`config.mk`:
```
export PLATFORM = sky130hd
export DESIGN_NAME = bfp_core
export DESIGN_NICKNAME = d
export VERILOG_FILES = /design/src/hdl/bfp_core.v /design/src/hdl/bfp_step_tick.v /design/src/hdl/bfp_delay_timer.v
export VERILOG_INCLUDE_DIRS = /design/src /design/src/hdl
export SDC_FILE = /design/constraint.sdc
export NUM_CORES = 2
export LEC_CHECK = 0
export BUFFER_PORTS_ARGS = -buffer_cell sky130_fd_sc_hd__buf_4
export CORE_MARGIN = 4
export CORE_UTILIZATION = 54
export DETAILED_ROUTE_END_ITERATION = 12
export PLACE_DENSITY = 0.79
export SYNTH_ARGS = -nofsm -noshare
export SYNTH_HDL_FRONTEND = slang
export SYNTH_SLANG_ARGS = --single-unit
```
`constraint.sdc`:
```
create_clock -name clock -period 7.9 [get_ports clock]
set_input_delay 1.58 -clock clock [delete_from_list [all_inputs] [get_ports clock]]
set_output_delay 1.58 -clock clock [all_outputs]
set_load 0.01 [all_outputs]
```
`src/hdl/bfp_defs.vh`:
```
/*
 header of constants for the breaker failure protection block.
 assumes it is included by bare name from every design file.
*/
// Behaviour
// - current-only mode: overcurrent starts both timers
// - current-only: failure output after full delay
// - current-only: timers clear when currents drop
// - current-and-output: timers halt until trip active
// - current-and-output: run only while both true
// - current-and-output: reset when either condition drops
// - current-or-output: either condition starts timers
// - current-or-output: pickup held unless both inactive
// - current-or-output: retrip after retrip delay
// - current-or-output: reset only when both inactive
// - retrip unused: only failure timer and output
// - digital-input mode: input drives failure timer
// - separate on and off events per signal
// - user selects on, off or both events
// - events carry time stamp and process data
// - fault log keeps last twelve operations
// - record holds time, event, currents, times, group
// - blocked pickup gives blocked, not start
// - binary pickup acts with no delay
// - delays in 5 ms steps, defaults 100/200
// - retrip disabled suppresses retrip output
`ifndef BFP_DEFS_VH
`define BFP_DEFS_VH
`define BFP_CUR_W 16
`define BFP_TIME_W 32
`define BFP_DLY_W 19
`define BFP_EVT_W 16
`define BFP_SG_W 3
`define BFP_MODE_W 4
// operating modes
`define BFP_MODE_CUR 4'h0
`define BFP_MODE_DO 4'h1
`define BFP_MODE_SIG 4'h2
`define BFP_MODE_CUR_AND_DO 4'h3
`define BFP_MODE_CUR_OR_DO 4'h4
`define BFP_MODE_CUR_AND_SIG 4'h5
`define BFP_MODE_CUR_OR_SIG_DO 4'h6
`define BFP_MODE_SIG_OR_DO 4'h8
`define BFP_MODE_ANY 4'h9
`define BFP_MODE_ALL 4'hA
// event storage select
`define BFP_EVSEL_ON 2'h1
`define BFP_EVSEL_OFF 2'h2
// delay step in microseconds, defaults in steps, and the clock rate
`define BFP_STEP_US 5000
`define BFP_CLK_MHZ 250
`define BFP_RETRIP_DEF_STEPS 19'h00014
`define BFP_FAIL_DEF_STEPS 19'h00028
// event bit positions
`define BFP_EV_START 0
`define BFP_EV_RETRIP 1
`define BFP_EV_FAIL 2
`define BFP_EV_BLOCK 3
`define BFP_EV_DOMON 4
`define BFP_EV_SIGNAL 5
`define BFP_EV_PHASE 6
`define BFP_EV_RES 7
`define BFP_NEV 8
`define BFP_LOG_DEPTH 12
`define BFP_LOG_AW 4
`define BFP_LOG_LAST 4'hB
`define BFP_REC_W 133
`endif

```
`src/hdl/bfp_core.v`:
```
/*
 breaker failure protection core: pickup by mode, blocking, retrip and
 failure timers, on/off event strobes and a twelve-entry fault log.
 assumes currents, settings and inputs are synchronous to clock, and that
 an event consumer takes event_valid_q as a one-cycle strobe.
*/
`timescale 1ns/100ps
`include "bfp_defs.vh"
module bfp_core #(
    parameter STEP_CYCLES = `BFP_STEP_US * `BFP_CLK_MHZ
)
(
    input wire clock,
    input wire reset,
    input wire [`BFP_MODE_W-1:0] mode,
    input wire retrip_enable,
    input wire [`BFP_DLY_W-1:0] second_coil_delay_setting,
    input wire [`BFP_DLY_W-1:0] failure_delay_setting,
    input wire [`BFP_CUR_W-1:0] phase_a_current,
    input wire [`BFP_CUR_W-1:0] phase_b_current,
    input wire [`BFP_CUR_W-1:0] phase_c_current,
    input wire [`BFP_CUR_W-1:0] residual_input_one,
    input wire [`BFP_CUR_W-1:0] residual_input_two,
    input wire [`BFP_CUR_W-1:0] residual_calc,
    input wire [1:0] residual_select,
    input wire [`BFP_CUR_W-1:0] phase_pickup_threshold,
    input wire [`BFP_CUR_W-1:0] residual_pickup_threshold,
    input wire trip_output_monitor,
    input wire digital_signal,
    input wire block_in,
    input wire [1:0] event_store_select,
    input wire [`BFP_TIME_W-1:0] time_stamp,
    input wire [`BFP_SG_W-1:0] setting_group_index,
    input wire [`BFP_LOG_AW-1:0] log_read_index,
    output reg start_q,
    output reg blocked_q,
    output reg retrip_output_q,
    output reg breaker_failure_output_q,
    output reg [1:0] condition_q,
    output reg event_valid_q,
    output reg [`BFP_EVT_W-1:0] failure_event_block_q,
    output reg [`BFP_TIME_W-1:0] event_time_q,
    output reg [`BFP_CUR_W-1:0] event_phase_q,
    output reg [`BFP_CUR_W-1:0] event_residual_q,
    output reg [`BFP_LOG_AW-1:0] log_count_q,
    output reg [`BFP_REC_W-1:0] log_read_data_q
)
;
    // state of the operation, one-hot
    localparam ST_IDLE = 4'h1;
    localparam ST_START = 4'h2;
    localparam ST_BLOCK = 4'h4;
    localparam ST_OPER = 4'h8;

    // largest of three values, used for the phase maximum
    function [`BFP_CUR_W-1:0] max3;
        input [`BFP_CUR_W-1:0] a;
        input [`BFP_CUR_W-1:0] b;
        input [`BFP_CUR_W-1:0] c;
        reg [`BFP_CUR_W-1:0] m;
        begin
            m = (a > b) ? a : b;
            max3 = (m > c) ? m : c;
        end
    endfunction

    // pickup from mode: all three conditions given, combined per mode
    function pick;
        input [`BFP_MODE_W-1:0] md;
        input cur;
        input dout;
        input sig;
        begin
            case (md)
                `BFP_MODE_CUR: pick = cur;
                `BFP_MODE_DO: pick = dout;
                `BFP_MODE_SIG: pick = sig;
                `BFP_MODE_CUR_AND_DO: pick = cur && dout;
                `BFP_MODE_CUR_OR_DO: pick = cur || dout;
                `BFP_MODE_CUR_AND_SIG: pick = cur && sig;
                `BFP_MODE_CUR_OR_SIG_DO: pick = cur || sig || dout;
                `BFP_MODE_SIG_OR_DO: pick = sig || dout;
                `BFP_MODE_ANY: pick = cur || dout || sig;
                `BFP_MODE_ALL: pick = cur && dout && sig;
                default: pick = 1'b0;
            endcase
        end
    endfunction

    wire tick; // delay step pulse
    wire retrip_exp; // retrip timer done
    wire fail_exp; // failure timer done
    wire [`BFP_DLY_W-1:0] retrip_remain; // steps left to retrip
    wire [`BFP_DLY_W-1:0] fail_remain; // steps left to failure
    reg [3:0] state_q;
    reg [3:0] state_d;
    reg [`BFP_NEV-1:0] ev_prev_q; // last seen level of each event source
    reg [`BFP_LOG_AW-1:0] log_wr_q; // next log slot
    reg [`BFP_REC_W-1:0] log_mem [0:`BFP_LOG_DEPTH-1]; // fault records
    reg [`BFP_CUR_W-1:0] resid; // selected residual
    reg [`BFP_CUR_W-1:0] phase_max; // highest phase current
    reg phase_pu; // phase over threshold
    reg res_pu; // residual over threshold
    reg pickup; // combined pickup
    reg run_d; // timers may count
    reg [`BFP_NEV-1:0] ev_now; // current level of each event source
    reg [`BFP_NEV-1:0] ev_rise; // sources turning on
    reg [`BFP_NEV-1:0] ev_fall; // sources turning off
    reg ev_store; // an edge chosen for storage
    integer i;

    // residual source and comparators, all combinational so binary pickup has no delay
    always @*
    begin
        case (residual_select)
            2'h1: resid = residual_input_one;
            2'h2: resid = residual_input_two;
            2'h3: resid = residual_calc;
            default: resid = {`BFP_CUR_W{1'b0}};
        endcase
        phase_max = max3(phase_a_current, phase_b_current, phase_c_current);
        phase_pu = phase_max > phase_pickup_threshold;
        // residual unused when no source is chosen
        res_pu = (residual_select != 2'h0) && (resid > residual_pickup_threshold);
        // current-only, and/or of output and signal; binary signals act at once
        pickup = pick(mode, phase_pu || res_pu, trip_output_monitor, digital_signal);
    end

    // state machine for start, blocked and operate
    always @*
    begin
        state_d = state_q;
        case (state_q)
            ST_IDLE:
            begin
                if (pickup && block_in)
                    state_d = ST_BLOCK;
                else if (pickup)
                    state_d = ST_START;
            end
            ST_START:
            begin
                if (!pickup || block_in)
                    state_d = ST_IDLE;
                else if (fail_exp)
                    state_d = ST_OPER;
            end
            ST_BLOCK:
            begin
                // stays blocked while pickup and block_in both stand, no processing
                if (!pickup || !block_in)
                    state_d = ST_IDLE;
            end
            ST_OPER:
            begin
                if (!pickup || block_in)
                    state_d = ST_IDLE;
            end
            default: state_d = ST_IDLE;
        endcase
        // in and-modes the timers halt when pickup is lost is not allowed: pickup
        // itself is the and, so timer runs only while both hold
        run_d = (state_q == ST_START) || (state_q == ST_OPER);
    end

    bfp_step_tick #(
        .STEP_CYCLES(STEP_CYCLES)
    )
    u_tick (
        .clock(clock),
        .reset(reset),
        .tick_q(tick)
    );

    // retrip timer; held cleared when retrip is disabled
    bfp_delay_timer u_retrip (
        .clock(clock),
        .reset(reset),
        .run(run_d && pickup),
        .clear(!run_d || !pickup || !retrip_enable),
        .tick(tick),
        .delay_steps(second_coil_delay_setting),
        .expired_q(retrip_exp),
        .remain_q(retrip_remain)
    );

    // failure timer
    bfp_delay_timer u_fail (
        .clock(clock),
        .reset(reset),
        .run(run_d && pickup),
        .clear(!run_d || !pickup),
        .tick(tick),
        .delay_steps(failure_delay_setting),
        .expired_q(fail_exp),
        .remain_q(fail_remain)
    );

    // event levels and their edges
    always @*
    begin
        ev_now = {`BFP_NEV{1'b0}};
        ev_now[`BFP_EV_START] = (state_q == ST_START) || (state_q == ST_OPER);
        ev_now[`BFP_EV_RETRIP] = retrip_output_q;
        ev_now[`BFP_EV_FAIL] = breaker_failure_output_q;
        ev_now[`BFP_EV_BLOCK] = blocked_q;
        ev_now[`BFP_EV_DOMON] = trip_output_monitor;
        ev_now[`BFP_EV_SIGNAL] = digital_signal;
        ev_now[`BFP_EV_PHASE] = phase_pu;
        ev_now[`BFP_EV_RES] = res_pu;
        ev_rise = ev_now & ~ev_prev_q;
        ev_fall = ~ev_now & ev_prev_q;
        // user picks which edges are stored
        ev_store = ((event_store_select & `BFP_EVSEL_ON) != 2'h0 && ev_rise != {`BFP_NEV{1'b0}}) ||
                   ((event_store_select & `BFP_EVSEL_OFF) != 2'h0 && ev_fall != {`BFP_NEV{1'b0}});
    end

    // registered outputs, events and the fault log
    always @(posedge clock)
    begin
        if (reset)
        begin
            state_q <= ST_IDLE;
            start_q <= 1'b0;
            blocked_q <= 1'b0;
            retrip_output_q <= 1'b0;
            breaker_failure_output_q <= 1'b0;
            condition_q <= 2'h0;
            ev_prev_q <= {`BFP_NEV{1'b0}};
            event_valid_q <= 1'b0;
            failure_event_block_q <= {`BFP_EVT_W{1'b0}};
            event_time_q <= {`BFP_TIME_W{1'b0}};
            event_phase_q <= {`BFP_CUR_W{1'b0}};
            event_residual_q <= {`BFP_CUR_W{1'b0}};
            log_wr_q <= {`BFP_LOG_AW{1'b0}};
            log_count_q <= {`BFP_LOG_AW{1'b0}};
            log_read_data_q <= {`BFP_REC_W{1'b0}};
        end
        else
        begin
            state_q <= state_d;
            start_q <= (state_d == ST_START) || (state_d == ST_OPER);
            blocked_q <= state_d == ST_BLOCK;
            // retrip only when enabled, dropped with the timer
            retrip_output_q <= retrip_enable && retrip_exp && run_d && pickup;
            breaker_failure_output_q <= fail_exp && run_d && pickup;
            condition_q <= (state_d == ST_BLOCK) ? 2'h3 : (state_d == ST_OPER) ? 2'h2 :
                           (state_d == ST_START) ? 2'h1 : 2'h0;
            ev_prev_q <= ev_now;
            // event strobe: low half on edges, high half off edges
            event_valid_q <= ev_store;
            // only the kinds of edge chosen for storage are reported with the strobe
            failure_event_block_q <= {ev_fall & {`BFP_NEV{event_store_select[1]}},
                                      ev_rise & {`BFP_NEV{event_store_select[0]}}};
            event_time_q <= time_stamp;
            event_phase_q <= phase_max;
            event_residual_q <= resid;
            // new record on start, blocked or failure on-events, ring of twelve
            if (ev_rise[`BFP_EV_START] || ev_rise[`BFP_EV_BLOCK] || ev_rise[`BFP_EV_FAIL])
            begin
                log_wr_q <= (log_wr_q == `BFP_LOG_LAST) ? {`BFP_LOG_AW{1'b0}} : log_wr_q + 1'b1;
                if (log_count_q != `BFP_LOG_LAST + 1'b1)
                    log_count_q <= log_count_q + 1'b1;
            end
            if (log_read_index <= `BFP_LOG_LAST)
                log_read_data_q <= log_mem[log_read_index];
            else
                log_read_data_q <= {`BFP_REC_W{1'b0}};
        end
    end

    // log memory written apart from reset so it maps to plain storage
    always @(posedge clock)
    begin
        if (!reset && (ev_rise[`BFP_EV_START] || ev_rise[`BFP_EV_BLOCK] || ev_rise[`BFP_EV_FAIL]))
        begin
            for (i = 0; i < `BFP_LOG_DEPTH; i = i + 1)
            begin
                if (log_wr_q == i[`BFP_LOG_AW-1:0])
                    log_mem[i] <= {time_stamp, ev_rise, phase_max, resid, retrip_remain,
                                   fail_remain, setting_group_index};
            end
        end
    end
endmodule

```
`src/hdl/bfp_step_tick.v`:
```
/*
 divider that makes one-cycle pulses at the delay step rate.
 assumes a free-running clock at the rate in the header.
*/
`timescale 1ns/100ps
`include "bfp_defs.vh"
module bfp_step_tick #(
    parameter STEP_CYCLES = `BFP_STEP_US * `BFP_CLK_MHZ
)
(
    input wire clock,
    input wire reset,
    output reg tick_q
);
    reg [20:0] cnt_q; // cycles within the step
    // count up, pulse on wrap; 5 ms step times 250 MHz needs 21 bits
    always @(posedge clock)
    begin
        if (reset)
        begin
            cnt_q <= 21'h000000;
            tick_q <= 1'b0;
        end
        else if (cnt_q == STEP_CYCLES[20:0] - 21'h000001)
        begin
            cnt_q <= 21'h000000;
            tick_q <= 1'b1;
        end
        else
        begin
            cnt_q <= cnt_q + 21'h000001;
            tick_q <= 1'b0;
        end
    end
endmodule

```
`src/hdl/bfp_delay_timer.v`:
```
/*
 one delay timer counting step pulses while running.
 assumes the step pulse is one cycle wide.
*/
`timescale 1ns/100ps
`include "bfp_defs.vh"
module bfp_delay_timer (
    input wire clock,
    input wire reset,
    input wire run,
    input wire clear,
    input wire tick,
    input wire [`BFP_DLY_W-1:0] delay_steps,
    output reg expired_q,
    output reg [`BFP_DLY_W-1:0] remain_q
)
;
    reg [`BFP_DLY_W-1:0] elapsed_q; // steps counted so far
    // clear wins over run; halted when run is low but not cleared
    always @(posedge clock)
    begin
        if (reset || clear)
        begin
            elapsed_q <= {`BFP_DLY_W{1'b0}};
            expired_q <= 1'b0;
            remain_q <= delay_steps;
        end
        else
        begin
            if (run && tick && !expired_q)
            begin
                elapsed_q <= elapsed_q + 1'b1;
            end
            expired_q <= expired_q || (run && elapsed_q >= delay_steps);
            remain_q <= (elapsed_q >= delay_steps) ? {`BFP_DLY_W{1'b0}} : delay_steps - elapsed_q;
        end
    end
endmodule

```
# == After elaboration in Yosys (flattened, before gate mapping) ==
# Memories as Yosys holds them, arrays and structs flattened. A register that Yosys moved wholly into a read port is not among the register bits.
# Index checks and enable logic that the tools add are counted.
# word_totals
regBits,340
ram_bits,1356
in_bits,219
out_inout_bits,224
memories,1
# classes
addsub,7
magnitude_cmp,7
n_eq_ne,32
n_mux,89
bitwise_logic,7
reduce_logical,64
# mem_list
memory,depth,width,rd,rd_clocked_by_memory_dff,write_ports,line,source
log_mem,12,113,1,1,1,bfp_core.v:99,reg [`BFP_REC_W-1:0] log_mem [0:`BFP_LOG_DEPTH-1];
# ops
cell,count
two-way mux 113 bit,11
OR reduction 113 bit,11
two-way mux 19 bit,4
two-way mux 4 bit,18
> comparator 16 bit,4
two-way mux 1 bit,49
one-hot mux 16 bit (3 select lines),1
"adder 19 x 1 -> 19 bit, second input constant",2
greater-or-equal comparator 19 bit,2
subtractor 19 bit,2
"== test 4 x 3 -> 1 bit, second input constant",9
"== test 4 bit, second input constant",9
bitwise AND 8 bit,4
two-way mux 16 bit,2
"== test 4 x 2 -> 1 bit, second input constant",6
"adder 21 x 1 -> 21 bit, second input constant",1
"== test 21 bit, second input constant",1
logical AND 1 bit,19
logical OR 1 bit,19
inverter 8 bit,2
one-hot mux 4 bit (4 select lines),1
nonzero test 8 bit,2
"== test 4 x 1 -> 1 bit, second input constant",3
one-hot mux 1 bit (10 select lines),1
other kinds (12),23

# == Depth between registers and ports, before layout ==
# logic_depth
ltp_word,23
mapped_depth,29

# == Modules after synthesis ==
# Synthesis repeated with hierarchy kept, for this count alone.
# unflattened
hier_cells,3905
hier_area_um2,66603.9
# by_module_without_submodules
mod,instances,cells_per_inst,area_per_inst_um2
bfp_core,1,3153,60101.4
bfp_delay_timer,2,321,2738.9
bfp_step_tick,1,110,1024.7

# == Worst setup path after synthesis ==
# Ideal clock, no wire load.
# synth_path
path_kind,input port to flip-flop
start,input phase_b_current[15]
end,register u_fail.elapsed_q[11]
setup_ns,0.132
t_arrival_ns,7.826
path_slack_ns,-0.058
stages,27
n_path_buf,4
cell_sequence,inv_1 > ha_1 > and3_1 > nand2_1 > or4_1 > o21ai_1 > buf_2 > mux2_2 > ha_1 > nor2b_1 > o21a_1 > o21ai_0 > a211oi_1 > o31ai_1 > a22oi_1 > clkbuf_1 > mux2_2 > ha_1 > and4_1 > a21oi_1 > a21boi_1 > o31ai_1 > a21oi_1 > o21ai_1 > clkbuf_1 > clkbuf_1 > a21oi_1
# synth_via
elab_chain_len,12
word_cells_on_any_way,20
classes_between,order compare: 3; mux: 3; reduce/logical: 14
# synth_lines
element,line,source
from (decl),bfp_core.v:20,"input wire [`BFP_CUR_W-1:0] phase_b_current,"
> comparator 16 bit,bfp_core.v:62,m = (a > b) ? a : b;
two-way mux 16 bit (*),bfp_core.v:62,
> comparator 16 bit,bfp_core.v:63,max3 = (m > c) ? m : c;
two-way mux 16 bit (*),bfp_core.v:63,
named net phase_max[11],bfp_core.v:101,reg [`BFP_CUR_W-1:0] phase_max;
> comparator 16 bit (*),bfp_core.v:122,phase_pu = phase_max > phase_pickup_threshold;
logical OR 1 bit (*),bfp_core.v:126,"pickup = pick(mode, phase_pu || res_pu, trip_output_monitor, digital_signal);"
logical AND 1 bit (tied with other cells),"bfp_core.v:78, bfp_core.v:84",
logical AND 1 bit (tied with other cells),bfp_core.v:84,`BFP_MODE_ALL: pick = cur && dout && sig;
one-hot mux 1 bit (10 select lines) (*),bfp_core.v:74,case (md)
logical AND 1 bit / zero test 1 bit (equally long branches),"bfp_core.v:191, bfp_core.v:192",
logical AND 1 bit / logical OR 1 bit (equally long branches),"bfp_delay_timer.v:30, bfp_core.v:192",
logical AND 1 bit / logical OR 1 bit (equally long branches),"bfp_delay_timer.v:30, bfp_delay_timer.v:22",
to (signal assigned),bfp_delay_timer.v:24,elapsed_q <= {`BFP_DLY_W{1'b0}};
to (signal assigned),bfp_delay_timer.v:32,elapsed_q <= elapsed_q + 1'b1;
to (decl),bfp_delay_timer.v:18,reg [`BFP_DLY_W-1:0] elapsed_q;
# The timed path passes the listed nets; every way through them passes the cells marked *.
# A chain may end at the register's enable or synchronous reset.

# == Worst setup path after layout ==
# layout_path
start,input phase_a_current[15]
end,register u_retrip.elapsed_q[15]
# layout_via
elab_chain_len,13
word_cells_on_any_way,21
classes_between,order compare: 3; mux: 3; reduce/logical: 15
# layout_lines
element,line,source
from (decl),bfp_core.v:19,"input wire [`BFP_CUR_W-1:0] phase_a_current,"
> comparator 16 bit,bfp_core.v:62,
two-way mux 16 bit (*),bfp_core.v:62,
> comparator 16 bit,bfp_core.v:63,
two-way mux 16 bit (*),bfp_core.v:63,
named net phase_max[11],bfp_core.v:101,
> comparator 16 bit (*),bfp_core.v:122,
logical OR 1 bit (*),bfp_core.v:126,
logical AND 1 bit (tied with other cells),"bfp_core.v:78, bfp_core.v:84",
logical AND 1 bit (tied with other cells),bfp_core.v:84,
one-hot mux 1 bit (10 select lines) (*),bfp_core.v:74,
zero test 1 bit,bfp_core.v:180,".clear(!run_d || !pickup || !retrip_enable),"
logical OR 1 bit (2 in series),bfp_core.v:180,
logical OR 1 bit,bfp_delay_timer.v:22,if (reset || clear)
to (signal assigned),bfp_delay_timer.v:24,
to (signal assigned),bfp_delay_timer.v:32,
to (decl),bfp_delay_timer.v:18,
# Marked as above.

==> impl_metrics.prom <==
# TYPE chip_impl_metric gauge
chip_impl_metric{name="ys_seq_elements",unit=""} 1676
chip_impl_metric{name="report.power.total",unit="mW"} 18.8
chip_impl_metric{name="via_count",unit=""} 35800
chip_impl_metric{name="port_buffers",unit=""} 422
chip_impl_metric{name="pre_cts_slack",unit="ns"} 0.0270
chip_impl_metric{name="placement.cell_area",unit="sq mm"} 0.0710
chip_impl_metric{name="switching_share",unit="%"} 21.6
chip_impl_info{name="critical_path.endpoint_type",value="register"} 1
chip_impl_metric{name="globalplace.congestion",unit=""} 0.868
chip_impl_metric{name="synth_compound_area_share",unit="%"} 4.04
chip_impl_metric{name="synth_area_per_cell",unit="sq um"} 17.5
chip_impl_metric{name="postCtsResizedCells",unit=""} 0
chip_impl_metric{name="post-synth-top-area-fraction",unit="%"} 62.2
chip_impl_metric{name="synth_cells",unit=""} 3751
chip_impl_metric{name="max-slew-margin-rel",unit="%"} 11.8
chip_impl_info{name="hold_path_class",value="reg2reg"} 1
chip_impl_metric{name="drt.antenna.violating_nets",unit=""} 0
chip_impl_metric{name="design.portCount",unit=""} 443
chip_impl_metric{name="setup_ws",unit="ns"} 0.710
chip_impl_metric{name="detailedPlacementHpwl",unit="mm"} 86.5
chip_impl_metric{name="power_switching",unit="mW"} 4.05
chip_impl_metric{name="floorplan.core_area",unit="sq mm"} 0.120
chip_impl_metric{name="placementRows",unit=""} 127
chip_impl_metric{name="pwr-share-clk",unit="%"} 41.2
chip_impl_metric{name="max_slew.worst_pin.slew",unit="ns"} 1.32
chip_impl_metric{name="vias_in_the_first_global_route",unit=""} 36800
chip_impl_metric{name="fin_crit",unit="ns"} 7.19
chip_impl_info{name="main_combinational_cell_family_by_area_after_synthesis",value="multiplexers"} 1
chip_impl_metric{name="final-setup-viol-count",unit=""} 0
chip_impl_metric{name="routed_wl",unit="mm"} 153
chip_impl_metric{name="max_freq",unit="GHz"} 0.139
chip_impl_metric{name="fin_nets",unit=""} 4596
chip_impl_metric{name="syn_area",unit="sq mm"} 0.0655
chip_impl_metric{name="synthSimpleGateAreaFrac",unit="%"} 4.76
chip_impl_metric{name="slew_violations",unit=""} 0
chip_impl_metric{name="power_density",unit="mW/mm^2"} 246
chip_impl_info{name="layout.cells.most_common",value="sky130_fd_sc_hd__edfxtp_1"} 1
chip_impl_metric{name="numCtsBuffers",unit=""} 165
chip_impl_metric{name="grt_max_degree",unit=""} 104
chip_impl_metric{name="ys_async_sr_fraction",unit="%"} 0
chip_impl_metric{name="floorplan.die_area",unit="sq mm"} 0.127
chip_impl_metric{name="synthesis_to_finish_area_growth",unit="%"} 16.6
chip_impl_metric{name="p_comb_share",unit="%"} 6.7
chip_impl_info{name="tritoncts",value="built"} 1
chip_impl_info{name="rsz0062_at_grt",value="no"} 1
chip_impl_info{name="netlist_top_cells_area",value="sky130_fd_sc_hd__edfxtp_1 62%, sky130_fd_sc_hd__mux4_2 12%, sky130_fd_sc_hd__dfxtp_1 9.8%"} 1
chip_impl_info{name="clock_tree.root_cell",value="sky130_fd_sc_hd__clkbuf_16"} 1
chip_impl_metric{name="ys.warnings.count",unit=""} 0
chip_impl_metric{name="effective_utilization_at_floorplan",unit="%"} 54.5
chip_impl_info{name="synth-main-ff-cell",value="sky130_fd_sc_hd__edfxtp_1"} 1
chip_impl_metric{name="clkLatencyLatePin",unit="ns"} 0.76
chip_impl_metric{name="clock_sink_count",unit=""} 1676
chip_impl_metric{name="groute.usage.overall",unit="%"} 24.2
chip_impl_metric{name="grt_first_pass_wirelength",unit="mm"} 230
chip_impl_metric{name="cts_setup_buffers",unit=""} 0
chip_impl_metric{name="synth_edf_count",unit=""} 1356
chip_impl_info{name="outcome",value="completed"} 1
chip_impl_metric{name="finalCritPeriodShare",unit="%"} 91.0
chip_impl_metric{name="clock-skew-final",unit="ns"} 0.0231
chip_impl_metric{name="hold_violation_count_in_the_final_report",unit=""} 0
chip_impl_metric{name="synth_fa_ha_area_share",unit="%"} 2.18
chip_impl_metric{name="synth-seq-area-share",unit="%"} 72.0
chip_impl_metric{name="power.ir.vdd_worst",unit="mV"} 0.212
chip_impl_metric{name="pwr-share-seq",unit="%"} 52.1
chip_impl_metric{name="synth_cell_types",unit=""} 70
chip_impl_metric{name="fin_area",unit="sq mm"} 0.0763
chip_impl_metric{name="timing.hold.ws",unit="ns"} 0.444
chip_impl_metric{name="power_report.internal_total",unit="mW"} 14.7
chip_impl_metric{name="static-leakage-power",unit="nW"} 26.7
chip_impl_metric{name="post_synth_mux_area_share",unit="%"} 14.3
chip_impl_metric{name="crit_arrival",unit="ns"} 7.90
chip_impl_metric{name="final.setup.tns",unit="ns"} 0
chip_impl_metric{name="detail_route.wl_per_cell",unit="um"} 25.4
chip_impl_metric{name="clkTransAtPathRegs",unit="ns"} 0.07
chip_impl_metric{name="detailedRoute.firstPassIterationCount",unit=""} 6
chip_impl_metric{name="drtIter0Drc",unit=""} 3839
chip_impl_metric{name="globalRouteOverflowTotal",unit=""} 0
chip_impl_metric{name="crit_required",unit="ns"} 8.61
chip_impl_metric{name="synth_xor_area_share",unit="%"} 0.762
chip_impl_info{name="setup.worst_path.class",value="in2reg"} 1
chip_impl_metric{name="htree_num_levels",unit=""} 4
chip_impl_info{name="yosysTopAreaCell",value="sky130_fd_sc_hd__edfxtp_1"} 1
chip_impl_metric{name="crit_path_max_fanout",unit=""} 22
chip_impl_metric{name="via_per_inst",unit=""} 5.96
chip_impl_metric{name="max_cap_viol",unit=""} 0
chip_impl_info{name="start_kind",value="input port"} 1
chip_impl_metric{name="chipWidth",unit="um"} 356
chip_impl_metric{name="die_h",unit="um"} 356
chip_impl_metric{name="ctsHoldBuffers",unit=""} 0
chip_impl_metric{name="drive_gt1_share",unit="%"} 26.6
chip_impl_info{name="final_cell_mix",value="1356 x sky130_fd_sc_hd__edfxtp_1, 497 x sky130_fd_sc_hd__buf_4, 339 x sky130_fd_sc_hd__mux4_2"} 1
chip_impl_metric{name="cts.path.max_buffers",unit=""} 3
chip_impl_metric{name="grt_antenna_before_repair",unit=""} 4
chip_impl_metric{name="post_route_drc",unit=""} 0
==> stage by stage <==
stage          cells  utilization [%]
5_1_grt         6017             63.5
3_3_place_gp    5709             59.1
6_report        6017             63.5
3_5_place_dp    5709             59.1
4_1_cts         6016             63.5
2_1_floorplan   3770                -
==> registers in the layout, indices dropped and copies added, names as in the netlist, 2 cells and up <==
| name | flops |
|---|---|
| log_mem | 1356 |
| log_read_data_q | 113 |
| event_time_q | 32 |
| u_tick.cnt_q | 21 |
| u_fail.elapsed_q | 19 |
| u_fail.remain_q | 19 |
| u_retrip.elapsed_q | 19 |
| u_retrip.remain_q | 19 |
| event_phase_q | 16 |
| event_residual_q | 16 |
| failure_event_block_q | 16 |
| ev_prev_q | 8 |
| log_count_q | 4 |
| log_wr_q | 4 |
| state_q | 4 |
| condition_q | 2 |
==> synth_stat cells, drive strengths merged, types with 4 or more instances <==
master,count
buf,65
a21oi,193
mux2i,120
a31oi,13
ha,111
nand4,26
nor2,329
dfxtp,320
or3,18
or2,7
nand3,33
o2111ai,4
nor3,26
a22oi,4
o31ai,36
and3,14
nand2,70
nor2b,82
nor3b,6
edfxtp,1356
a21o,30
o21a,12
clkbuf,123
or4,18
nand2b,13
nor4,9
a22o,34
o41ai,4
xnor2,34
o21ai,42
a211oi,6
xor2,23
a31o,5
mux2,47
inv,132
mux4,339
o211ai,7
==> routing by layer <==
layer | up-vias | routed length [um] | share of wire [%] | track usage, %
met4 | 0 | 3200 | 2.1 | 6.05
li1 | 15600 | - | - | -
met2 | 1545 | 76200 | 50 | 40.1
met3 | 221 | 12000 | 7.9 | 4.02
met5 | - | 0 | 0 | 0
met1 | 18400 | 61600 | 40 | 34.0
==> cells by family after synthesis <==
family | count (synthesis)
flops | 1676
xor+xnor | 57
buf+inv | 320
simple gates | 661
other cells | 1
mux | 506
fa+ha+maj | 113
compound gates | 417
==> worst paths after layout <==
| kind | to | start | slack [ns] | cells after the start |
|---|---|---|---|---|
| setup reg to reg | log_mem[8][1]$_DFFE_PP_ | state_q[1]$_SDFF_PP0_ | 2.99 | 7 |
| setup / recovery | u_retrip.elapsed_q[15]$_SDFFE_PP0P_ | phase_a_current[15] | 0.71 | 28 |
| hold / removal | failure_event_block_q[5]$_SDFF_PP0_ | ev_prev_q[5]$_SDFF_PP0_ | 0.44 | 1 |
| hold reg to reg | failure_event_block_q[5]$_SDFF_PP0_ | ev_prev_q[5]$_SDFF_PP0_ | 0.44 | 1 |
==> critical path: stages <==
cell and delay, ns:
sky130_fd_sc_hd__buf_4 0.11, sky130_fd_sc_hd__ha_1 0.31, sky130_fd_sc_hd__and3_1 0.19, sky130_fd_sc_hd__nand2_1 0.08, sky130_fd_sc_hd__or4_1 0.51, sky130_fd_sc_hd__o21ai_1 0.15, sky130_fd_sc_hd__buf_12 0.18, sky130_fd_sc_hd__mux2_2 0.35
sky130_fd_sc_hd__ha_1 0.29, sky130_fd_sc_hd__nor2b_1 0.13, sky130_fd_sc_hd__o21a_1 0.11, sky130_fd_sc_hd__o21ai_0 0.08, sky130_fd_sc_hd__a211oi_1 0.25, sky130_fd_sc_hd__o31ai_1 0.10, sky130_fd_sc_hd__a22oi_1 0.14, sky130_fd_sc_hd__buf_4 0.21
sky130_fd_sc_hd__mux2_2 0.37, sky130_fd_sc_hd__ha_1 0.30, sky130_fd_sc_hd__and4_1 0.29, sky130_fd_sc_hd__a21oi_1 0.10, sky130_fd_sc_hd__a21boi_1 0.27, sky130_fd_sc_hd__o31ai_1 0.16, sky130_fd_sc_hd__buf_4 0.19, sky130_fd_sc_hd__a21oi_1 0.38
sky130_fd_sc_hd__o211ai_1 0.16, sky130_fd_sc_hd__buf_4 0.27, sky130_fd_sc_hd__or4_1 0.53, sky130_fd_sc_hd__nand2_1 0.08
==> power by group through the flow <==
stage / clock network [mW] / logic, mW / registers (mW)
2_1_floorplan: 0 / 0.710 / 9.96
3_3_place_gp: 0 / 1.22 / 9.95
3_5_place_dp: 0 / 1.25 / 9.95
4_1_cts: 7.85 / 1.26 / 9.76
5_1_grt: 8.25 / 1.37 / 9.77
6_report: 7.73 / 1.26 / 9.76
==> final cells by class <==
class | count | area (sq um)
Sequential cell | 1676 | 47100
Multi-Input combinational cell | 1774 | 17300
Fill cell | 8204 | 43800
Inverter | 132 | 495
Tap cell | 1612 | 2020
Clock inverter | 91 | 838
Antenna cell | 1 | 2.50
Timing Repair Buffer | 515 | 4070
Clock buffer | 216 | 4540
Note: power is estimated with default switching activity, not from simulation.
